`config.mk`:
```
export PLATFORM = sky130hd
export DESIGN_NAME = spsd_panel
export DESIGN_NICKNAME = d
export VERILOG_FILES = /design/src/hdl/spsd_pkg.sv /design/src/hdl/spsd_panel.sv /design/src/hdl/spsd_seg_eval.sv
export SDC_FILE = /design/constraint.sdc
export NUM_CORES = 1
export LEC_CHECK = 0
export BUFFER_PORTS_ARGS = -buffer_cell sky130_fd_sc_hd__buf_2
export CORE_UTILIZATION = 58
export CTS_CLUSTER_SIZE = 12
export DETAILED_ROUTE_END_ITERATION = 10
export PLACE_DENSITY = 0.88
export SLEW_MARGIN = 40
export SYNTH_ARGS = -nofsm -noshare
export SYNTH_HDL_FRONTEND = slang
export SYNTH_HIERARCHICAL = 1
export SYNTH_SLANG_ARGS = --single-unit
```
`constraint.sdc`:
```
create_clock -name mclk -period 12 [get_ports mclk]
set_input_delay 3.6 -clock mclk [delete_from_list [all_inputs] [get_ports mclk]]
set_output_delay 3.6 -clock mclk [all_outputs]
set_load 0.01 [all_outputs]
```
`src/hdl/spsd_pkg.sv`:
```
// Purpose: shared constants and types for the servo panel status display
// Assumes: one clock mclk at 125 MHz, synchronous active-low reset
// Notes: speeds in rpm, position error in pulses, torque in percent of rated
package spsd_pkg;

    // ==========================================================
    // Widths
    localparam int SPEED_W = 16;
    localparam int POS_W = 32;
    localparam int VAL_W = 16;
    localparam int ALMNUM_W = 12;

    // ==========================================================
    // Reset values of threshold parameters
    localparam logic [SPEED_W-1:0] SPEED_MATCH_DEF = 16'h000a;
    localparam logic [POS_W-1:0] POS_DONE_DEF = 32'h0000000a;
    localparam logic [SPEED_W-1:0] ROT_THRESH_DEF = 16'h0014;
    localparam logic [SPEED_W-1:0] TORQUE_PRESET_DEF = 16'h000a;

    // ==========================================================
    // Power-up wait before the status view appears
    localparam int STARTUP_WAIT_US = 1000;
    localparam int CLK_MHZ = 125;
    localparam int STARTUP_CYCLES = STARTUP_WAIT_US * CLK_MHZ;

    // Digit positions while editing (0 is rightmost)
    localparam logic [2:0] DIGIT_LAST = 3'h4;
    localparam logic [2:0] DIGIT_FIRST = 3'h0;

    // ==========================================================
    // Basic modes, stepped in this order by the mode key
    typedef enum logic [1:0] {
        MODE_STATUS,
        MODE_UTILITY,
        MODE_PARAM,
        MODE_MONITOR
    } spsd_mode_t;

    // Operating state codes shown in the three right digits
    typedef enum logic [3:0] {
        CODE_INIT_FAIL,
        CODE_SERVO_OFF,
        CODE_READY,
        CODE_RUN,
        CODE_QUICK_STOP,
        CODE_ALARM,
        CODE_SAFE,
        CODE_FWD_PROHIB,
        CODE_REV_PROHIB,
        CODE_OVERTRAVEL,
        CODE_ALARM_NUM
    } spsd_code_t;

    // Drive status inputs
    typedef struct packed {
        logic initFail;
        logic servoOn;
        logic servoReady;
        logic quickStop;
        logic alarm;
        logic showAlarmNum;
        logic safeState;
        logic fwdProhibit;
        logic revProhibit;
        logic ctrlPower;
        logic mainPowerOk;
        logic posMode;
        logic torqueMode;
        logic refPulseActive;
        logic devClear;
    } spsd_status_t;

    // Signed measured quantities
    typedef struct packed {
        logic signed [SPEED_W-1:0] motorSpeed;
        logic signed [SPEED_W-1:0] speedRef;
        logic signed [SPEED_W-1:0] torqueRef;
        logic signed [POS_W-1:0] posError;
    } spsd_meas_t;

    // Threshold parameters
    typedef struct packed {
        logic [SPEED_W-1:0] speedMatchWindow;
        logic [POS_W-1:0] positionDoneWindow;
        logic [SPEED_W-1:0] rotationSpeedThreshold;
        logic [SPEED_W-1:0] torquePreset;
    } spsd_thresh_t;

    // One-cycle key press pulses
    typedef struct packed {
        logic mode;
        logic up;
        logic down;
        logic dataSet;
    } spsd_keys_t;

endpackage

```
`src/hdl/spsd_panel.sv`:
```
// Purpose: front-panel key handling and status view of a servo drive
// Assumes: key inputs are debounced one-cycle pulses synchronous to mclk
// Notes: parameter store and monitor content live outside this block
`timescale 1ns/1ps
module spsd_panel #(
    parameter int STARTUP_CYCLES = spsd_pkg::STARTUP_CYCLES
) (
    input wire logic mclk,
    input wire logic rstn,
    input wire spsd_pkg::spsd_keys_t keys,
    input wire spsd_pkg::spsd_status_t st,
    input wire spsd_pkg::spsd_meas_t meas,
    input wire logic threshLoad,
    input wire spsd_pkg::spsd_thresh_t threshIn,
    input wire logic [spsd_pkg::VAL_W-1:0] loadValue,
    input wire logic [spsd_pkg::ALMNUM_W-1:0] alarmNumber,
    output logic displayOn,
    output spsd_pkg::spsd_mode_t mode,
    output logic editing,
    output logic [2:0] activeDigit,
    output logic [spsd_pkg::VAL_W-1:0] editValue,
    output logic [6:0] bitSegs,
    output spsd_pkg::spsd_code_t stateCode,
    output logic [spsd_pkg::ALMNUM_W-1:0] alarmShown,
    output logic alarmClearReq,
    output spsd_pkg::spsd_thresh_t thresh
);
    // ==========================================================
    // Power-up wait
    localparam int CNT_W = $clog2(STARTUP_CYCLES + 1);
    logic [CNT_W-1:0] waitCnt_r;
    logic displayOn_r;

    always_ff @(posedge mclk) begin
        if (!rstn) begin
            waitCnt_r <= '0;
            displayOn_r <= 1'b0;
        end else if (!displayOn_r) begin
            if (waitCnt_r == CNT_W'(STARTUP_CYCLES - 1)) begin
                displayOn_r <= 1'b1;
            end else begin
                waitCnt_r <= waitCnt_r + 1'b1;
            end
        end
    end
    assign displayOn = displayOn_r;

    // ==========================================================
    // Threshold parameters
    spsd_pkg::spsd_thresh_t thresh_r;

    always_ff @(posedge mclk) begin
        if (!rstn) begin
            thresh_r.speedMatchWindow <= spsd_pkg::SPEED_MATCH_DEF;
            thresh_r.positionDoneWindow <= spsd_pkg::POS_DONE_DEF;
            thresh_r.rotationSpeedThreshold <= spsd_pkg::ROT_THRESH_DEF;
            thresh_r.torquePreset <= spsd_pkg::TORQUE_PRESET_DEF;
        end else if (threshLoad) begin
            thresh_r <= threshIn;
        end
    end
    assign thresh = thresh_r;

    // ==========================================================
    // Mode selection; keys are ignored until the display is up
    spsd_pkg::spsd_mode_t mode_r;
    logic keysLive;
    assign keysLive = displayOn_r;

    always_ff @(posedge mclk) begin
        if (!rstn) begin
            mode_r <= spsd_pkg::MODE_STATUS;
        end else if (keysLive && keys.mode) begin
            unique case (mode_r)
                spsd_pkg::MODE_STATUS: mode_r <= spsd_pkg::MODE_UTILITY;
                spsd_pkg::MODE_UTILITY: mode_r <= spsd_pkg::MODE_PARAM;
                spsd_pkg::MODE_PARAM: mode_r <= spsd_pkg::MODE_MONITOR;
                spsd_pkg::MODE_MONITOR: mode_r <= spsd_pkg::MODE_STATUS;
            endcase
        end
    end
    assign mode = mode_r;

    // ==========================================================
    // Value editing. The data key opens the value view from the
    // selection view; in value view it moves the active digit left.
    // Mode key leaves editing so a new mode starts clean.
    logic editing_r;
    logic [2:0] digit_r;
    logic [spsd_pkg::VAL_W-1:0] value_r;
    logic [spsd_pkg::VAL_W-1:0] step;
    logic editMode;

    assign editMode = mode_r != spsd_pkg::MODE_STATUS;
    // Step is one unit of the active decimal digit; the value wraps at the width
    always_comb begin
        unique case (digit_r)
            3'h0: step = 16'h0001;
            3'h1: step = 16'h000a;
            3'h2: step = 16'h0064;
            3'h3: step = 16'h03e8;
            default: step = 16'h2710;
        endcase
    end

    always_ff @(posedge mclk) begin
        if (!rstn) begin
            editing_r <= 1'b0;
        end else if (keysLive && keys.mode) begin
            editing_r <= 1'b0;
        end else if (keysLive && editMode && keys.dataSet && !editing_r) begin
            editing_r <= 1'b1;
        end
    end

    always_ff @(posedge mclk) begin
        if (!rstn) begin
            digit_r <= spsd_pkg::DIGIT_FIRST;
        end else if (keysLive && (keys.mode || (keys.dataSet && !editing_r))) begin
            digit_r <= spsd_pkg::DIGIT_FIRST;
        end else if (keysLive && editing_r && keys.dataSet) begin
            digit_r <= (digit_r == spsd_pkg::DIGIT_LAST)
                ? spsd_pkg::DIGIT_FIRST : digit_r + 3'h1;
        end
    end

    always_ff @(posedge mclk) begin
        if (!rstn) begin
            value_r <= '0;
        end else if (keysLive && editMode && keys.dataSet && !editing_r) begin
            value_r <= loadValue;
        end else if (keysLive && editMode) begin
            if (keys.up && !keys.down) begin
                value_r <= value_r + step;
            end else if (keys.down && !keys.up) begin
                value_r <= value_r - step;
            end
        end
    end
    assign editing = editing_r;
    assign activeDigit = digit_r;
    assign editValue = value_r;

    // ==========================================================
    // Status view: bit-data segments
    logic [6:0] segs;

    spsd_seg_eval u_seg (
        .mclk(mclk),
        .rstn(rstn),
        .st(st),
        .meas(meas),
        .th(thresh_r),
        .segs_r(segs)
    );
    assign bitSegs = segs;

    // ==========================================================
    // Status view: state code, highest severity first
    spsd_pkg::spsd_code_t code_r;
    spsd_pkg::spsd_code_t codeNxt;
    logic [spsd_pkg::ALMNUM_W-1:0] almShown_r;

    always_comb begin
        if (st.initFail) begin
            codeNxt = spsd_pkg::CODE_INIT_FAIL;
        end else if (st.alarm && st.showAlarmNum) begin
            codeNxt = spsd_pkg::CODE_ALARM_NUM;
        end else if (st.alarm) begin
            codeNxt = spsd_pkg::CODE_ALARM;
        end else if (st.safeState) begin
            codeNxt = spsd_pkg::CODE_SAFE;
        end else if (st.quickStop) begin
            codeNxt = spsd_pkg::CODE_QUICK_STOP;
        end else if (st.fwdProhibit && st.revProhibit) begin
            codeNxt = spsd_pkg::CODE_OVERTRAVEL;
        end else if (st.fwdProhibit) begin
            codeNxt = spsd_pkg::CODE_FWD_PROHIB;
        end else if (st.revProhibit) begin
            codeNxt = spsd_pkg::CODE_REV_PROHIB;
        end else if (st.servoOn) begin
            codeNxt = spsd_pkg::CODE_RUN;
        end else if (st.servoReady) begin
            codeNxt = spsd_pkg::CODE_READY;
        end else begin
            codeNxt = spsd_pkg::CODE_SERVO_OFF;
        end
    end

    always_ff @(posedge mclk) begin
        if (!rstn) begin
            code_r <= spsd_pkg::CODE_SERVO_OFF;
        end else begin
            code_r <= codeNxt;
        end
    end

    always_ff @(posedge mclk) begin
        if (!rstn) begin
            almShown_r <= '0;
        end else begin
            almShown_r <= st.alarm ? alarmNumber : '0;
        end
    end
    assign stateCode = code_r;
    assign alarmShown = almShown_r;

    // ==========================================================
    // Alarm clear request, one-cycle pulse
    logic clrReq_r;

    always_ff @(posedge mclk) begin
        if (!rstn) begin
            clrReq_r <= 1'b0;
        end else begin
            clrReq_r <= keysLive && st.alarm && keys.dataSet
                && mode_r == spsd_pkg::MODE_STATUS;
        end
    end
    assign alarmClearReq = clrReq_r;

    // ==========================================================
    // Checks
    property p_mode_wrap;
        @(posedge mclk) disable iff (!rstn)
            (keysLive && keys.mode && mode_r == spsd_pkg::MODE_MONITOR)
            |=> mode_r == spsd_pkg::MODE_STATUS;
    endproperty
    a_mode_wrap: assert property (p_mode_wrap) else $error("mode did not wrap");

    property p_mode_step;
        @(posedge mclk) disable iff (!rstn)
            (keysLive && keys.mode && mode_r == spsd_pkg::MODE_STATUS)
            |=> mode_r == spsd_pkg::MODE_UTILITY;
    endproperty
    a_mode_step: assert property (p_mode_step) else $error("mode did not step");

    property p_up;
        @(posedge mclk) disable iff (!rstn)
            (keysLive && editMode && keys.up && !keys.down && !keys.dataSet)
            |=> value_r == $past(value_r) + $past(step);
    endproperty
    a_up: assert property (p_up) else $error("up key did not increase");

    property p_down;
        @(posedge mclk) disable iff (!rstn)
            (keysLive && editMode && keys.down && !keys.up && !keys.dataSet)
            |=> value_r == $past(value_r) - $past(step);
    endproperty
    a_down: assert property (p_down) else $error("down key did not decrease");

    property p_shift;
        @(posedge mclk) disable iff (!rstn)
            (keysLive && editing_r && keys.dataSet && !keys.mode && digit_r == 3'h1)
            |=> digit_r == 3'h2;
    endproperty
    a_shift: assert property (p_shift) else $error("digit did not shift left");

    property p_startup;
        @(posedge mclk) disable iff (!rstn)
            $rose(displayOn_r) |-> mode_r == spsd_pkg::MODE_STATUS;
    endproperty
    a_startup: assert property (p_startup) else $error("did not start in status view");

    property p_clear;
        @(posedge mclk) disable iff (!rstn)
            (keysLive && st.alarm && keys.dataSet && mode_r == spsd_pkg::MODE_STATUS)
            |=> clrReq_r ##1 !clrReq_r || (keysLive && st.alarm && keys.dataSet);
    endproperty
    a_clear: assert property (p_clear) else $error("alarm clear not requested");

    property p_code_alarm;
        @(posedge mclk) disable iff (!rstn)
            (!st.initFail && st.alarm && !st.showAlarmNum)
            |=> code_r == spsd_pkg::CODE_ALARM;
    endproperty
    a_code_alarm: assert property (p_code_alarm) else $error("alarm code not shown");

    property p_keys_early;
        @(posedge mclk) disable iff (!rstn)
            (!displayOn_r && keys.mode)
            |=> $stable(mode_r);
    endproperty
    a_keys_early: assert property (p_keys_early) else $error("mode key taken before display");

    property p_open_value;
        @(posedge mclk) disable iff (!rstn)
            (keysLive && editMode && keys.dataSet && !keys.mode && !editing_r)
            |=> editing_r && digit_r == spsd_pkg::DIGIT_FIRST && value_r == $past(loadValue);
    endproperty
    a_open_value: assert property (p_open_value) else $error("value view not opened");

    property p_mode_close;
        @(posedge mclk) disable iff (!rstn)
            (keysLive && keys.mode)
            |=> !editing_r && digit_r == spsd_pkg::DIGIT_FIRST;
    endproperty
    a_mode_close: assert property (p_mode_close) else $error("mode key left edit open");

    property p_up_down;
        @(posedge mclk) disable iff (!rstn)
            (keysLive && keys.up && keys.down && !(editMode && keys.dataSet && !editing_r))
            |=> $stable(value_r);
    endproperty
    a_up_down: assert property (p_up_down) else $error("value moved on both keys");

    property p_digit_wrap;
        @(posedge mclk) disable iff (!rstn)
            (keysLive && editing_r && keys.dataSet && !keys.mode
                && digit_r == spsd_pkg::DIGIT_LAST)
            |=> digit_r == spsd_pkg::DIGIT_FIRST;
    endproperty
    a_digit_wrap: assert property (p_digit_wrap) else $error("digit did not wrap");

    property p_clear_status;
        @(posedge mclk) disable iff (!rstn)
            (mode_r != spsd_pkg::MODE_STATUS || !st.alarm)
            |=> !clrReq_r;
    endproperty
    a_clear_status: assert property (p_clear_status) else $error("clear request without alarm");

    property p_code_init;
        @(posedge mclk) disable iff (!rstn)
            st.initFail
            |=> code_r == spsd_pkg::CODE_INIT_FAIL;
    endproperty
    a_code_init: assert property (p_code_init) else $error("init failure code not shown");

    property p_thresh_load;
        @(posedge mclk) disable iff (!rstn)
            threshLoad
            |=> thresh_r == $past(threshIn);
    endproperty
    a_thresh_load: assert property (p_thresh_load) else $error("thresholds not loaded");

endmodule // spsd_panel

```
`src/hdl/spsd_seg_eval.sv`:
```
// Purpose: evaluate the seven bit-data segments from drive state
// Assumes: inputs stable within a clock, thresholds unsigned
// Notes: output registered, one cycle after inputs
`timescale 1ns/1ps
module spsd_seg_eval (
    input wire logic mclk,
    input wire logic rstn,
    input wire spsd_pkg::spsd_status_t st,
    input wire spsd_pkg::spsd_meas_t meas,
    input wire spsd_pkg::spsd_thresh_t th,
    output logic [6:0] segs_r
);
    logic [spsd_pkg::SPEED_W-1:0] absSpeed;
    logic [spsd_pkg::SPEED_W-1:0] absRef;
    logic [spsd_pkg::SPEED_W-1:0] absTrq;
    logic [spsd_pkg::SPEED_W:0] diff;
    logic [spsd_pkg::SPEED_W:0] absDiff;
    logic [spsd_pkg::POS_W-1:0] absPos;
    logic [6:0] segsNxt;

    always_comb begin
        absSpeed = meas.motorSpeed[spsd_pkg::SPEED_W-1] ? -meas.motorSpeed : meas.motorSpeed;
        absRef = meas.speedRef[spsd_pkg::SPEED_W-1] ? -meas.speedRef : meas.speedRef;
        absTrq = meas.torqueRef[spsd_pkg::SPEED_W-1] ? -meas.torqueRef : meas.torqueRef;
        absPos = meas.posError[spsd_pkg::POS_W-1] ? -meas.posError : meas.posError;
        // Extra bit avoids overflow of the speed difference
        diff = {meas.motorSpeed[spsd_pkg::SPEED_W-1], meas.motorSpeed}
            - {meas.speedRef[spsd_pkg::SPEED_W-1], meas.speedRef};
        absDiff = diff[spsd_pkg::SPEED_W] ? -diff : diff;
        segsNxt = '0;
        if (st.posMode) begin
            segsNxt[0] = absPos < th.positionDoneWindow;
            segsNxt[3] = st.refPulseActive;
            segsNxt[4] = st.devClear;
        end else begin
            segsNxt[0] = st.torqueMode
                || (absDiff <= {1'b0, th.speedMatchWindow});
            segsNxt[3] = absRef > th.rotationSpeedThreshold;
            segsNxt[4] = absTrq > th.torquePreset;
        end
        segsNxt[1] = !st.servoOn;
        segsNxt[2] = st.ctrlPower;
        segsNxt[5] = st.mainPowerOk;
        segsNxt[6] = absSpeed > th.rotationSpeedThreshold;
    end

    always_ff @(posedge mclk) begin
        if (!rstn) begin
            segs_r <= '0;
        end else begin
            segs_r <= segsNxt;
        end
    end

    property p_servo_off_seg;
        @(posedge mclk) disable iff (!rstn) 1'b1 |=> segs_r[1] == !$past(st.servoOn);
    endproperty
    a_servo_off_seg: assert property (p_servo_off_seg) else $error("servo off segment wrong");

    property p_ctrl_seg;
        @(posedge mclk) disable iff (!rstn) 1'b1 |=> segs_r[2] == $past(st.ctrlPower);
    endproperty
    a_ctrl_seg: assert property (p_ctrl_seg) else $error("control power segment wrong");

    property p_power_seg;
        @(posedge mclk) disable iff (!rstn) 1'b1 |=> segs_r[5] == $past(st.mainPowerOk);
    endproperty
    a_power_seg: assert property (p_power_seg) else $error("power ready segment wrong");

    property p_torque_seg1;
        @(posedge mclk) disable iff (!rstn) (!st.posMode && st.torqueMode) |=> segs_r[0];
    endproperty
    a_torque_seg1: assert property (p_torque_seg1) else $error("segment 1 dark in torque");

    property p_pos_seg5;
        @(posedge mclk) disable iff (!rstn) st.posMode |=> segs_r[4] == $past(st.devClear);
    endproperty
    a_pos_seg5: assert property (p_pos_seg5) else $error("clear segment wrong");

    property p_rot_seg;
        @(posedge mclk) disable iff (!rstn)
            (absSpeed > th.rotationSpeedThreshold) |=> segs_r[6];
    endproperty
    a_rot_seg: assert property (p_rot_seg) else $error("rotation segment dark");

    property p_pos_seg1;
        @(posedge mclk) disable iff (!rstn)
            (st.posMode && absPos >= th.positionDoneWindow) |=> !segs_r[0];
    endproperty
    a_pos_seg1: assert property (p_pos_seg1) else $error("position done lit early");

    property p_pos_seg4;
        @(posedge mclk) disable iff (!rstn) st.posMode |=> segs_r[3] == $past(st.refPulseActive);
    endproperty
    a_pos_seg4: assert property (p_pos_seg4) else $error("pulse segment wrong");

endmodule // spsd_seg_eval

```
==> impl_metrics.yaml <==
placed_design:
  placed_cell_area_um2: 13200
  gp_congestion: 0.972
  hpwlAfterDp_um: 26300
  io_buffer_count: 336
  dp_slack_ns: 4.15
global_route:
  grt_pass1_wl_um: 52000
  grt_overflow: 0
  antenna_found_initial: 5
  grt_start_max_net_pins: 87
  grt_pass1_vias: 10800
  grt_use_total_pct: 32.5
logic_synthesis:
  yosysWarnings: 6
  synth_fa_ha_area_share_pct: 16.0
  yosys.cell_types.count: 80
  seq_area_frac_synth_pct: 25.3
  synth_ff_type: "dfxtp_1"
  netlist_instances: 1397
  ys_ff_latch: 144
  muxShareOfSynthArea_pct: 7.48
  synth_area_um2: 11400
  synth_top_family_by_area: "simple AND/OR/NAND/NOR gates"
  synth_compound_area_share_pct: 17.5
  synth_edf_count: 0
  synth-simple-area-share_pct: 19.0
  syn_area_per_cell_um2: 8.14
  syn_nets: 1751
  async_flop_share_pct: 0
  synth-xor-area-share_pct: 9.08
clocking:
  clock_path_buffers: 2
  cts_tree: "built"
  cts_num_sinks: 144
  clkTransAtPathRegs_ns: 0.06
  cts_resized: 0
  cts_made_buffers: 17
  cts_setup_buffers: 0
  root_buffer: "clkbuf_16"
  clk_latency_ns: 0.43
  htree_levels: 4
  hold_buffers: 0
pwr:
  switching_share_pct: 31.6
  p_int_mw: 1.05
  cellLeakagePower_nw: 6.67
  power.density_nw_per_um2: 111
  p_comb_share_pct: 27.9
  pwr-share-seq_pct: 33.6
  clockPowerShare_pct: 38.5
  switchingPower_uw: 485
  peakVddDrop_mv: 0.110
hold_path:
  hold_path_class: "register to register"
  holdPathStages: 2
sta:
  slew_headroom_pct: 49.9
  whs_ns: 0.475
  fin_worst_skew_ns: 0.0124
  setup_ws_ns: 4.48
  slew_violations: 0
  finalHoldViolCount: 0
  setup_viol: 0
  worstMarginPinSlew_ns: 0.732
  fin_crit_sh_pct: 62.7
  fin_tns_setup_ns: 0
  rsz0062_at_grt: "false"
  post-route-min-period_ns: 7.52
  maxClockFrequency_mhz: 133
routing:
  ant_nets: 0
  vias_per_cell: 5.77
  drt_wl_total_um: 33900
  drt-initial-drc-count: 583
  first_pass_iters: 7
  drc: 0
  wire_per_inst_um: 17.1
  vias: 11400
die:
  dieHeight_um: 142
  rows: 50
  start_util_pct: 60.0
  die_w_um: 142
  dieArea_um2: 20200
  pin_count: 337
  coreArea_um2: 19000
cells_and_area:
  n_fill_cell: 1465
  nets: 2062
  layout-drive-gt1-share_pct: 23.0
  most-common-layout-cells: "buf_2 (335), nor2_1 (145), dfxtp_1 (144), ha_1 (142), inv_1 (117)"
  area_growth_pct: 22.1
  multiInputGateArea_um2: 7860
  final_common_cell: "buf_2"
  seq_area_um2: 2880
  fin_area_um2: 13900
critical_path:
  required_ns: 12.35
  cp-start-kind: "primary input"
  reg2regPathDepth: 16
  cp-end-kind: "register"
  crit_type: "primary input to register"
  cp_max_fo: 6
  arrival_ns: 7.87
status:
  status: "completed"
run:
  maxCapViolCount: 0
power groups by stage:
stage / clock network [mW] / registers (mW) / logic [mW]
finish: 0.592 / 0.516 / 0.429
global route: 0.617 / 0.517 / 0.475
detailed placement: 0 / 0.526 / 0.419
floorplan: 0 / 0.532 / 0.275
global placement: 0 / 0.525 / 0.408
CTS: 0.597 / 0.515 / 0.425
metal layers:
metal | GRT usage, % | vias to the layer above | wire [um]
met1 | 36.2 | 5295 | 13400
met2 | 59.2 | 474 | 16700
met3 | 6.59 | 81 | 2390
li1 | - | 5595 | -
met5 | 0 | - | 11
met4 | 15.1 | 2 | 1340
kinds of logic after synthesis:
group	after synthesis
XOR/XNOR	118
multiplexers	85
AO/OA/AOI/OAI	295
AND/OR/NAND/NOR	444
adder cells (fa/ha/maj)	144
flip-flops	144
buffers and inverters	167
state kept, by name, indices dropped and copies added, names as in the netlist:
name	cells
displayOn	1
alarmClearReq	1
thresh	80
editing	1
mode	2
stateCode	4
activeDigit	3
alarmShown	12
editValue	16
u_seg/segs_r	7
waitCnt_r	17
cell type report:
type                            count  area share [%]
Inverter                          118            3.20
Antenna cell                        4          0.0721
Tap cell                          260            2.34
Clock buffer                       18            3.16
Clock inverter                     13            1.45
Timing Repair Buffer              341            12.4
Sequential cell                   144            20.8
Multi-Input combinational cell   1086            56.6
through the flow:
| stage | utilization (%) | instances | power (mW) |
|---|---|---|---|
| 2_1_floorplan | - | 1397 | 0.807 |
| 3_3_place_gp | 69.8 | 1949 | 0.933 |
| 3_5_place_dp | 69.8 | 1949 | 0.945 |
| 4_1_cts | 73.2 | 1980 | 1.54 |
| 5_1_grt | 73.3 | 1982 | 1.61 |
| 6_report | 73.3 | 1984 | 1.54 |
cell usage after synthesis (21+ instances only):
master	count	area (um2)
a21o_1	21	158
xnor2_1	97	850
nor2_1	145	544
nand2b_1	21	131
nand3_1	27	135
a21oi_1	60	300
nand2_1	107	402
inv_1	117	439
dfxtp_1	144	2880
nor3_1	29	145
o21ai_0	65	325
xor2_1	21	184
nand4_1	23	144
mux2i_1	85	851
clkbuf_1	38	143
ha_1	142	1780
worst paths after layout:
| path | startpoint | end | slack [ns] |
|---|---|---|---|
| worst max register to register | activeDigit[0]$_SDFFE_PP0P_ | editValue[14]$_SDFFE_PN0P_ | 7.66 |
| worst min register to register | waitCnt_r[15]$_SDFFE_PN0P_ | waitCnt_r[15]$_SDFFE_PN0P_ | 0.48 |
| worst min-delay path | waitCnt_r[15]$_SDFFE_PN0P_ | waitCnt_r[15]$_SDFFE_PN0P_ | 0.48 |
| worst max-delay path | meas[64] | u_seg/segs_r[0]$_SDFF_PN0_ | 4.48 |
worst max-delay path, stage by stage:
cell and delay, ns:
buf_2 0.07, inv_1 0.09, ha_1 0.23, fa_1 0.40, nand2b_1 0.21, a21oi_2 0.22, o2111ai_1 0.22, a31oi_1 0.30
a31oi_1 0.15, a21oi_1 0.44, nor2_1 0.13, xnor2_1 0.16, ha_1 0.31, and4_1 0.21, and2_1 0.16, o21ai_0 0.09
a31oi_1 0.10, o21ai_0 0.19, nand3_1 0.09, or3_1 0.33, a31oi_1 0.16
Note: power is estimated with default switching activity, not from simulation.
